==> src/status_io_defs.vh <==
// constants shared by the status/io pin logic and its pwm generator.
// assumes a 50 MHz core clock and a 32-bit axi4-lite register port.
`ifndef STATUS_IO_DEFS_VH
`define STATUS_IO_DEFS_VH

// ==========================================================
// clock and pwm timing
`define CLK_HZ 50000000
`define PWM_DEF_FREQ_HZ 100
`define PWM_DEF_DUTY_PCT 10
`define PCT_FULL 100
`define PWM_W 24

// ==========================================================
// register byte offsets (each register one aligned word)
`define ADDR_W 8
`define OFS_CTRL 8'h00
`define OFS_PERIOD0 8'h04
`define OFS_ACTIVE0 8'h08
`define OFS_PERIOD1 8'h0c
`define OFS_ACTIVE1 8'h10
`define OFS_STATUS 8'h14

// ==========================================================
// control fields, one byte lane per pin
`define LANE_W 8
`define FN_LSB 0
`define FN_MSB 1
`define INV_BIT 2
`define SEL_LSB 3
`define SEL_MSB 4
`define CTRL_FIELD_W 5
`define CTRL_PAD 3'h0
`define CTRL_RST 5'h00

// pin functions
`define FN_STATUS 2'h0
`define FN_INPUT 2'h1
`define FN_OUTPUT 2'h2

// general output values
`define SEL_ZERO 2'h0
`define SEL_ONE 2'h1
`define SEL_PWM 2'h2

// ==========================================================
// status register fields
`define STS_IN_LSB 0
`define STS_PIN_LSB 4
`define STS_OE_LSB 8
`define STS_PROT_BIT 12
`define STS_ON_BIT 13

// ==========================================================
// axi responses
`define RESP_OKAY 2'h0
`define RESP_SLVERR 2'h2
`define DATA_ZERO 32'h0000_0000

`endif

==> src/pwm_gen.v <==
// one pwm generator: free-running period counter and active-time compare.
// assumes period and active time are given in core clock cycles.
`include "status_io_defs.vh"

module pwm_gen (
   // clock, reset, enable
   input wire clk,
   input wire rst_n,
   input wire ce,
   input wire en,
   // settings in cycles
   input wire [`PWM_W-1:0] period,
   input wire [`PWM_W-1:0] active,
   // logical waveform, 1 during the active part of the period
   output wire wave
);

   reg [`PWM_W-1:0] count_q;
   reg wave_q;
   wire [`PWM_W-1:0] count_inc = count_q + {{(`PWM_W-1){1'b0}}, 1'b1};

   // =======================================================
   // counter wraps at period; a period of zero just idles at zero
   always @(posedge clk or negedge rst_n) begin
      if (!rst_n) begin
         count_q <= {`PWM_W{1'b0}};
         wave_q <= 1'b0;
      end else if (ce) begin
         if (!en || count_inc >= period) begin
            count_q <= {`PWM_W{1'b0}};
         end else begin
            count_q <= count_inc;
         end
         // active >= period gives a steady logical one, unless active is zero
         wave_q <= en && (count_q < active);
      end
   end

   assign wave = wave_q;

endmodule // pwm_gen

==> src/status_io_pin_logic.v <==
// logic behind two configurable status/io pins with an axi4-lite register port.
// assumes protection_active and output_on are synchronous to core_clk;
// the pin inputs come from outside and are synchronised here.
//
// How it works
// pin 0 is protection status output, level input or general output.
// pin 1 is output-off status, level input or general output.
// each pin has a polarity bit, normal at reset, reversing in and out.
// protection status normal: pin high when unprotected, low when protected.
// reversed polarity on a status function drives the opposite level.
// output-off status normal: pin high while main output is off.
// output-off status normal: pin low while main output is on.
// general output drives constant one, constant zero or pwm.
// logical one is pin low when normal, high when reversed.
// logical zero is pin high when normal, low when reversed.
// pwm waveform takes period and active time from two settings.
// in input function the outside drives the pin and we sample it.
// period setting fixes pwm period, active setting its active share.
// one clock; reset gives status function, normal polarity; inputs double-synced.
// status levels follow protection or on/off state within one cycle.
`include "status_io_defs.vh"

module status_io_pin_logic (
   // clock, reset, enable
   input wire core_clk,
   input wire nrst,
   input wire ce,
   // instrument state
   input wire protection_active,
   input wire output_on,
   // pins, split into level in, level out and output enable
   input wire [1:0] pin_in,
   output wire [1:0] pin_out,
   output wire [1:0] pin_oe,
   // axi4-lite write address
   input wire [`ADDR_W-1:0] s_axi_awaddr,
   input wire s_axi_awvalid,
   output wire s_axi_awready,
   // axi4-lite write data
   input wire [31:0] s_axi_wdata,
   input wire [3:0] s_axi_wstrb,
   input wire s_axi_wvalid,
   output wire s_axi_wready,
   // axi4-lite write response
   output wire [1:0] s_axi_bresp,
   output wire s_axi_bvalid,
   input wire s_axi_bready,
   // axi4-lite read address
   input wire [`ADDR_W-1:0] s_axi_araddr,
   input wire s_axi_arvalid,
   output wire s_axi_arready,
   // axi4-lite read data
   output wire [31:0] s_axi_rdata,
   output wire [1:0] s_axi_rresp,
   output wire s_axi_rvalid,
   input wire s_axi_rready
);

   // pwm defaults: 100 Hz period, 10 percent active
   // worked out at integer width, then cut to the counter width on purpose
   localparam integer PERIOD_CNT = `CLK_HZ / `PWM_DEF_FREQ_HZ;
   localparam integer ACTIVE_CNT = PERIOD_CNT / `PCT_FULL * `PWM_DEF_DUTY_PCT;
   localparam [`PWM_W-1:0] PERIOD_RST = PERIOD_CNT[`PWM_W-1:0];
   localparam [`PWM_W-1:0] ACTIVE_RST = ACTIVE_CNT[`PWM_W-1:0];

   // =======================================================
   // reset release: asserted at once, released after two edges
   reg rst_s1_q;
   reg rst_n_q;

   always @(posedge core_clk or negedge nrst) begin
      if (!nrst) begin
         rst_s1_q <= 1'b0;
         rst_n_q <= 1'b0;
      end else if (ce) begin
         rst_s1_q <= 1'b1;
         rst_n_q <= rst_s1_q;
      end
   end

   // =======================================================
   // byte-lane merge for partial writes
   function [31:0] merge;
      input [31:0] old_v;
      input [31:0] new_v;
      input [3:0] strb;
      integer b;
      begin
         merge = old_v;
         for (b = 0; b < 4; b = b + 1) begin
            if (strb[b]) begin
               merge[8*b +: 8] = new_v[8*b +: 8];
            end
         end
      end
   endfunction

   // =======================================================
   // axi write channel: address and data taken in either order
   reg awready_q;
   reg wready_q;
   reg bvalid_q;
   reg [1:0] bresp_q;
   reg aw_have_q;
   reg w_have_q;
   reg [`ADDR_W-1:0] waddr_q;
   reg [31:0] wdata_q;
   reg [3:0] wstrb_q;

   wire wr_fire = aw_have_q & w_have_q & ~bvalid_q;
   wire [`ADDR_W-1:0] waddr_al = {waddr_q[`ADDR_W-1:2], 2'b00};
   wire wr_hit = (waddr_al == `OFS_CTRL) || (waddr_al == `OFS_PERIOD0) ||
                 (waddr_al == `OFS_ACTIVE0) || (waddr_al == `OFS_PERIOD1) ||
                 (waddr_al == `OFS_ACTIVE1);

   // status is read-only, so a write to it answers slverr like a hole
   always @(posedge core_clk or negedge rst_n_q) begin
      if (!rst_n_q) begin
         awready_q <= 1'b1;
         wready_q <= 1'b1;
         bvalid_q <= 1'b0;
         bresp_q <= `RESP_OKAY;
         aw_have_q <= 1'b0;
         w_have_q <= 1'b0;
         waddr_q <= {`ADDR_W{1'b0}};
         wdata_q <= `DATA_ZERO;
         wstrb_q <= 4'h0;
      end else if (ce) begin
         if (s_axi_awvalid && awready_q) begin
            aw_have_q <= 1'b1;
            waddr_q <= s_axi_awaddr;
            awready_q <= 1'b0;
         end
         if (s_axi_wvalid && wready_q) begin
            w_have_q <= 1'b1;
            wdata_q <= s_axi_wdata;
            wstrb_q <= s_axi_wstrb;
            wready_q <= 1'b0;
         end
         if (wr_fire) begin
            aw_have_q <= 1'b0;
            w_have_q <= 1'b0;
            bvalid_q <= 1'b1;
            bresp_q <= wr_hit ? `RESP_OKAY : `RESP_SLVERR;
         end
         if (bvalid_q && s_axi_bready) begin
            bvalid_q <= 1'b0;
            awready_q <= 1'b1;
            wready_q <= 1'b1;
         end
      end
   end

   // =======================================================
   // per-pin configuration, synchroniser, pwm and pin driver
   wire [1:0] status_src = {~output_on, ~protection_active};
   wire [2*`LANE_W-1:0] ctrl_w;
   wire [2*`PWM_W-1:0] period_w;
   wire [2*`PWM_W-1:0] active_w;
   wire [1:0] in_w;
   wire [1:0] out_w;
   wire [1:0] oe_w;

   genvar p;
   generate
      for (p = 0; p < 2; p = p + 1) begin : pin_g
         localparam [`ADDR_W-1:0] PER_OFS = (p == 0) ? `OFS_PERIOD0 : `OFS_PERIOD1;
         localparam [`ADDR_W-1:0] ACT_OFS = (p == 0) ? `OFS_ACTIVE0 : `OFS_ACTIVE1;
         reg [1:0] fn_q;
         reg inv_q;
         reg [1:0] sel_q;
         reg [`PWM_W-1:0] period_q;
         reg [`PWM_W-1:0] active_q;
         reg sync1_q;
         reg sync2_q;
         reg out_q;
         reg oe_q;
         wire wave;
         wire [31:0] per_m = merge({8'h00, period_q}, wdata_q, wstrb_q);
         wire [31:0] act_m = merge({8'h00, active_q}, wdata_q, wstrb_q);
         wire [`LANE_W-1:0] lane = wdata_q[`LANE_W*p +: `LANE_W];
         wire logic_val = (sel_q == `SEL_ONE) ? 1'b1 :
                          (sel_q == `SEL_PWM) ? wave : 1'b0;

         // configuration written from the completed write
         always @(posedge core_clk or negedge rst_n_q) begin
            if (!rst_n_q) begin
               fn_q <= `FN_STATUS;
               inv_q <= 1'b0;
               sel_q <= `SEL_ZERO;
               period_q <= PERIOD_RST;
               active_q <= ACTIVE_RST;
            end else if (ce && wr_fire) begin
               if (waddr_al == `OFS_CTRL && wstrb_q[p]) begin
                  fn_q <= lane[`FN_MSB:`FN_LSB];
                  inv_q <= lane[`INV_BIT];
                  sel_q <= lane[`SEL_MSB:`SEL_LSB];
               end
               if (waddr_al == PER_OFS) begin
                  period_q <= per_m[`PWM_W-1:0];
               end
               if (waddr_al == ACT_OFS) begin
                  active_q <= act_m[`PWM_W-1:0];
               end
            end
         end

         // two-stage synchroniser on the pin level
         always @(posedge core_clk or negedge rst_n_q) begin
            if (!rst_n_q) begin
               sync1_q <= 1'b0;
               sync2_q <= 1'b0;
            end else if (ce) begin
               sync1_q <= pin_in[p];
               sync2_q <= sync1_q;
            end
         end

         pwm_gen u_pwm (
            .clk(core_clk),
            .rst_n(rst_n_q),
            .ce(ce),
            .en((fn_q == `FN_OUTPUT) && (sel_q == `SEL_PWM)),
            .period(period_q),
            .active(active_q),
            .wave(wave)
         );

         // pin driver; registered so the pin moves one edge after its cause.
         // reserved function code 3 releases the pin like input mode.
         always @(posedge core_clk or negedge rst_n_q) begin
            if (!rst_n_q) begin
               out_q <= 1'b0;
               oe_q <= 1'b0;
            end else if (ce) begin
               case (fn_q)
                  `FN_STATUS: begin
                     out_q <= status_src[p] ^ inv_q;
                     oe_q <= 1'b1;
                  end
                  `FN_OUTPUT: begin
                     out_q <= ~logic_val ^ inv_q;
                     oe_q <= 1'b1;
                  end
                  `FN_INPUT: begin
                     out_q <= 1'b0;
                     oe_q <= 1'b0;
                  end
                  default: begin
                     out_q <= 1'b0;
                     oe_q <= 1'b0;
                  end
               endcase
            end
         end

         assign ctrl_w[`LANE_W*p +: `LANE_W] = {`CTRL_PAD, sel_q, inv_q, fn_q};
         assign period_w[`PWM_W*p +: `PWM_W] = period_q;
         assign active_w[`PWM_W*p +: `PWM_W] = active_q;
         assign in_w[p] = sync2_q ^ inv_q;
         assign out_w[p] = out_q;
         assign oe_w[p] = oe_q;
      end
   endgenerate

   assign pin_out = out_w;
   assign pin_oe = oe_w;

   // =======================================================
   // axi read channel: one read at a time, data registered
   reg arready_q;
   reg rvalid_q;
   reg [31:0] rdata_q;
   reg [1:0] rresp_q;
   reg [31:0] rd_val;
   reg rd_ok;
   wire [`ADDR_W-1:0] raddr_al = {s_axi_araddr[`ADDR_W-1:2], 2'b00};

   // read decode; bits beyond each field read as zero
   always @* begin
      rd_val = `DATA_ZERO;
      rd_ok = 1'b1;
      case (raddr_al)
         `OFS_CTRL: rd_val = {16'h0000, ctrl_w};
         `OFS_PERIOD0: rd_val = {8'h00, period_w[`PWM_W-1:0]};
         `OFS_ACTIVE0: rd_val = {8'h00, active_w[`PWM_W-1:0]};
         `OFS_PERIOD1: rd_val = {8'h00, period_w[2*`PWM_W-1:`PWM_W]};
         `OFS_ACTIVE1: rd_val = {8'h00, active_w[2*`PWM_W-1:`PWM_W]};
         `OFS_STATUS: begin
            rd_val[`STS_IN_LSB +: 2] = in_w;
            rd_val[`STS_PIN_LSB +: 2] = out_w;
            rd_val[`STS_OE_LSB +: 2] = oe_w;
            rd_val[`STS_PROT_BIT] = protection_active;
            rd_val[`STS_ON_BIT] = output_on;
         end
         default: rd_ok = 1'b0;
      endcase
   end

   always @(posedge core_clk or negedge rst_n_q) begin
      if (!rst_n_q) begin
         arready_q <= 1'b1;
         rvalid_q <= 1'b0;
         rdata_q <= `DATA_ZERO;
         rresp_q <= `RESP_OKAY;
      end else if (ce) begin
         if (s_axi_arvalid && arready_q) begin
            arready_q <= 1'b0;
            rvalid_q <= 1'b1;
            rdata_q <= rd_val;
            rresp_q <= rd_ok ? `RESP_OKAY : `RESP_SLVERR;
         end
         if (rvalid_q && s_axi_rready) begin
            rvalid_q <= 1'b0;
            arready_q <= 1'b1;
         end
      end
   end

   assign s_axi_awready = awready_q;
   assign s_axi_wready = wready_q;
   assign s_axi_bvalid = bvalid_q;
   assign s_axi_bresp = bresp_q;
   assign s_axi_arready = arready_q;
   assign s_axi_rvalid = rvalid_q;
   assign s_axi_rdata = rdata_q;
   assign s_axi_rresp = rresp_q;

endmodule // status_io_pin_logic

==> config.mk <==
export PLATFORM = sky130hd
export DESIGN_NAME = status_io_pin_logic
export DESIGN_NICKNAME = d
export VERILOG_FILES = /design/src/pwm_gen.v /design/src/status_io_pin_logic.v
export VERILOG_INCLUDE_DIRS = /design/src
export SDC_FILE = /design/constraint.sdc
export NUM_CORES = 1
export LEC_CHECK = 0
export BUFFER_PORTS_ARGS = -buffer_cell sky130_fd_sc_hd__buf_2
export CAP_MARGIN = 20
export CORE_MARGIN = 3
export CORE_UTILIZATION = 50
export DETAILED_ROUTE_END_ITERATION = 10
export GPL_ROUTABILITY_DRIVEN = 0
export PLACE_DENSITY_LB_ADDON = 0.3
export SLEW_MARGIN = 20
export SYNTH_ARGS = -nofsm -noshare
export SYNTH_HDL_FRONTEND = slang
export SYNTH_SLANG_ARGS = --single-unit
==> constraint.sdc <==
create_clock -name core_clk -period 19.2 [get_ports core_clk]
set_clock_uncertainty 0.2 [all_clocks]
set_input_delay 1.92 -clock core_clk [delete_from_list [all_inputs] [get_ports core_clk]]
set_output_delay 1.92 -clock core_clk [all_outputs]
set_load 0.01 [all_outputs]
==> impl_metrics.toml <==
[outcome]
status = "finished, final reports clean"

[logic_synthesis]
synth_top_area_share_pct = 39.9
ys_seq_area_share_pct = 45.8
synth_ff_type = "dfrtp_1"
synth_cells = 1262
ys_types = 62
syn_area_um2 = 12700
synth_edf_count = 0
synth_top_cells_by_area = "dfrtp_1 40%, ha_1 9.4%, mux2_2 8.7%"
synth-async-reset-ratio_pct = 100
avgSynthCellArea_um2 = 10.1
yosysWarnings = 0
synth-seq-cells = 232
yosys.area.top_type = "dfrtp_1"

[power]
comb_power_share_pct = 15.8
peakVddDrop_mv = 0.0822
pwr-share-seq_pct = 50.0
pwr-share-clk_pct = 34.1
p_sw_w = 0.000419
power.total_w = 0.00140
powerDensity_nw_per_um2 = 98.2
p_int_w = 0.000982
p_leak_nw = 6.92
switching_share_pct = 29.9

[setup_path]
r2r_start = "pin_g[1].u_pwm.count_q[2]"
crit_path_start_kind = "register"
cp.arrival_ps = 4970
endpoint = "pin_g[1].u_pwm.count_q[17]"
cp_max_fo = 36
critPathRequiredTime_ps = 19380
crit_path_end_kind = "register"
critPathKind = "register to register"
startpoint = "pin_g[1].u_pwm.count_q[2]"
path_cells = "nand3_1 > nor2_1 > and4_1 > nand3_1 > nor3_1 > xnor2_1 > ha_1 > nand4_1 > nor4_1 > nand4_1 > nor2b_1 > nor2_4 > a41oi_1 > a31oi_1"
r2r_cells = 14
regToRegSetupSlack_ps = 14400
r2r_end = "pin_g[1].u_pwm.count_q[17]"
cpMaxStageDelayCell = "nor4_1"
cp_slowest_stage_delay_ps = 610

[clock_tree]
cts_inserted_buffers = 24
ctsHoldBuffers = 0
cts_sinks = 232
cts_resized = 0
cts_tree = "built"
clkLatencyLatePin_ps = 520
htreeDepth = 1
root_buffer = "clkbuf_16"
clkTransAtPathRegs_ps = 60
cts_setup_buffers = 0
clk_path_buf_depth = 3

[placement]
place_area_um2 = 13400
portBuffers = 85
dp_hpwl_um = 23900

[routing]
firstDrtPassIters = 6
ant_nets = 0
vias = 9881
drcViolationCount = 0
vias_per_cell = 5.88
dr.first_iter.drc_count = 868
avgRoutedWirePerCell_um = 19.5
drt-total-wl_um = 32700

[cells_and_area]
nNetsFinal = 1498
syn2layout_area_growth_pct = 11.9
n_antenna_cell = 0
drive_gt1_share_pct = 20.4
stdcell_area_um2 = 14300

[sta]
rsz0062_at_grt = "false"
relSlewSlack_pct = 29.2
finalCriticalPeriod_ps = 4800
setup_viol = 0
clock.fmax_ghz = 0.209
min_period_over_period_pct = 25.0
report.final.slew_viol_count = 0
setup_tns_ps = 0
worstMarginPinSlew_ps = 1060
final-hold-violation-count = 0

[die]
core-area_um2 = 24700
io_pins = 109
die-height_um = 166
die_area_um2 = 27400
die_x_um = 166
rows = 57
start_util_pct = 51.7

[global_route]
overflow = 0
grt_pass1_vias = 9622
grt_start_max_net_pins = 82
track_usage_pct = 23.2
grt_antenna_before_repair = 1
grt_pass1_wl_um = 52000

[worst_hold_path]
hp-class = "register to async pin"

[flow_run]
cap_violations = 0
flip-flops by register name (all words and copies together), names as in the netlist, 3 cells and up:
name	cells
s_axi_rdata	24
pin_g.sel_q	4
pin_g.active_q	48
wstrb_q	3
waddr_q	6
wdata_q	24
pin_g.period_q	48
pin_g.u_pwm.count_q	48
pin_g.fn_q	4
cells in the final DEF (no fill, tap or decap), types with 6 or more instances in the layout:
| master | netlist | routed |
|---|---|---|
| dfrtp_1 | 203 | 202 |
| nand2_1 | 136 | 136 |
| inv_1 | 134 | 134 |
| mux2_2 | 98 | 98 |
| ha_1 | 96 | 96 |
| o21ai_0 | 85 | 85 |
| buf_2 | 3 | 85 |
| nor2_1 | 43 | 43 |
| a21oi_1 | 41 | 41 |
| a31oi_1 | 32 | 32 |
| xnor2_1 | 30 | 30 |
| dfstp_2 | 29 | 29 |
| a21o_1 | 28 | 28 |
| nand3_1 | 27 | 27 |
| clkbuf_16 | 0 | 25 |
| a222oi_1 | 24 | 24 |
| nand2b_1 | 21 | 21 |
| nand4_1 | 18 | 18 |
| xor2_1 | 15 | 15 |
| and3_1 | 12 | 12 |
| a22o_1 | 12 | 12 |
| nor3_1 | 12 | 11 |
| buf_4 | 15 | 11 |
| nor2b_1 | 10 | 10 |
| conb_1 | 1 | 10 |
| clkbuf_1 | 36 | 9 |
| nor4_1 | 7 | 7 |
| o221ai_1 | 7 | 7 |
| and2_1 | 6 | 6 |
| a22oi_1 | 6 | 6 |
| a221oi_1 | 6 | 6 |
| clkinv_2 | 0 | 6 |
worst max-delay path: cells and delay by family, from the launching register on:
kind	cells	cell delay, ps
xor gates and xnor gates	1	120
and+or+nand+nor	10	3210
DFF	1	460
adders and majority gates	1	300
AOI/OAI and AO/OA	2	360
synth_stat cells (4+ instances only):
cell	n
nand4_1	18
a31oi_1	32
nand2_1	136
and3_1	12
nor4_1	7
dfrtp_1	203
and2_1	6
o21ai_0	85
clkbuf_1	36
xnor2_1	30
a221oi_1	6
inv_1	134
o22ai_1	5
nor2_1	43
o221ai_1	7
a22o_1	12
a2111oi_0	5
nand3_1	27
dfstp_2	29
a21oi_1	41
ha_1	96
nand3_2	4
nor3_1	12
mux2_2	98
a222oi_1	24
a22oi_1	6
a21o_1	28
buf_4	15
xor2_1	15
or3_1	5
nor2b_1	10
or2_2	4
a211oi_1	5
nand2b_1	21
cell families after synthesis:
| family | Yosys count | share of synthesized area [%] |
|---|---|---|
| DFF | 232 | 45.8 |
| muxes | 100 | 8.82 |
| other | 1 | 0.0294 |
| adders and majority gates | 96 | 9.42 |
| xor gates and xnor gates | 45 | 3.09 |
| and+or+nand+nor | 322 | 12.4 |
| AOI/OAI and AO/OA | 276 | 14.3 |
| buffers and inverters | 190 | 6.07 |
power groups by stage:
stage / sequential [W] / combinational [W] / clock [W]
6_report: 0.000701 / 0.000222 / 0.000478
5_1_grt: 0.000710 / 0.000249 / 0.000505
4_1_cts: 0.000697 / 0.000223 / 0.000483
3_5_place_dp: 0.000705 / 0.000219 / 0
3_3_place_gp: 0.000703 / 0.000210 / 0
2_1_floorplan: 0.000654 / 0.000167 / 0
final cells by class:
class / count / area (um^2)
fill: 2193 / 10400
clock buffer: 35 / 673
inverter: 134 / 503
multi-input combinational: 849 / 6180
clock inverter: 9 / 120
sequential: 232 / 5850
timing repair buffer: 97 / 536
tap: 324 / 405
worst min path at each step:
stage,end,depth (start not counted),startpoint
floorplan,rst_s1_q,1,rst_s1_q
global placement,rst_s1_q,1,rst_s1_q
detailed placement,rst_s1_q,1,rst_s1_q
CTS,rst_s1_q,1,rst_s1_q
global route,pin_g[0].u_pwm.count_q[1],0,rst_n_q
finish,pin_g[0].u_pwm.count_q[1],0,rst_n_q
per-stage QoR:
step / utilization, % / cells / hold WS (ps) / setup WS [ps]
finish: 57.8 / 1680 / 63.4 / 14400
global route: 57.8 / 1680 / 105 / 13860
CTS: 57.7 / 1679 / 266 / 14410
detailed placement: 54.5 / 1635 / 250 / 13880
global placement: 54.5 / 1635 / 243 / 13930
floorplan: - / 1271 / 231 / 12090
per-layer routing:
metal	part of all wire, %	routed length, um	GRT usage [%]	vias up
li1	-	-	-	4606
met2	48	15600	38.7	346
met1	43	14100	31.9	4851
met4	2.9	945	6.55	2
met5	0.043	14	0	-
met3	6.5	2120	3.34	76
Note: power is estimated with default switching activity, not from simulation.
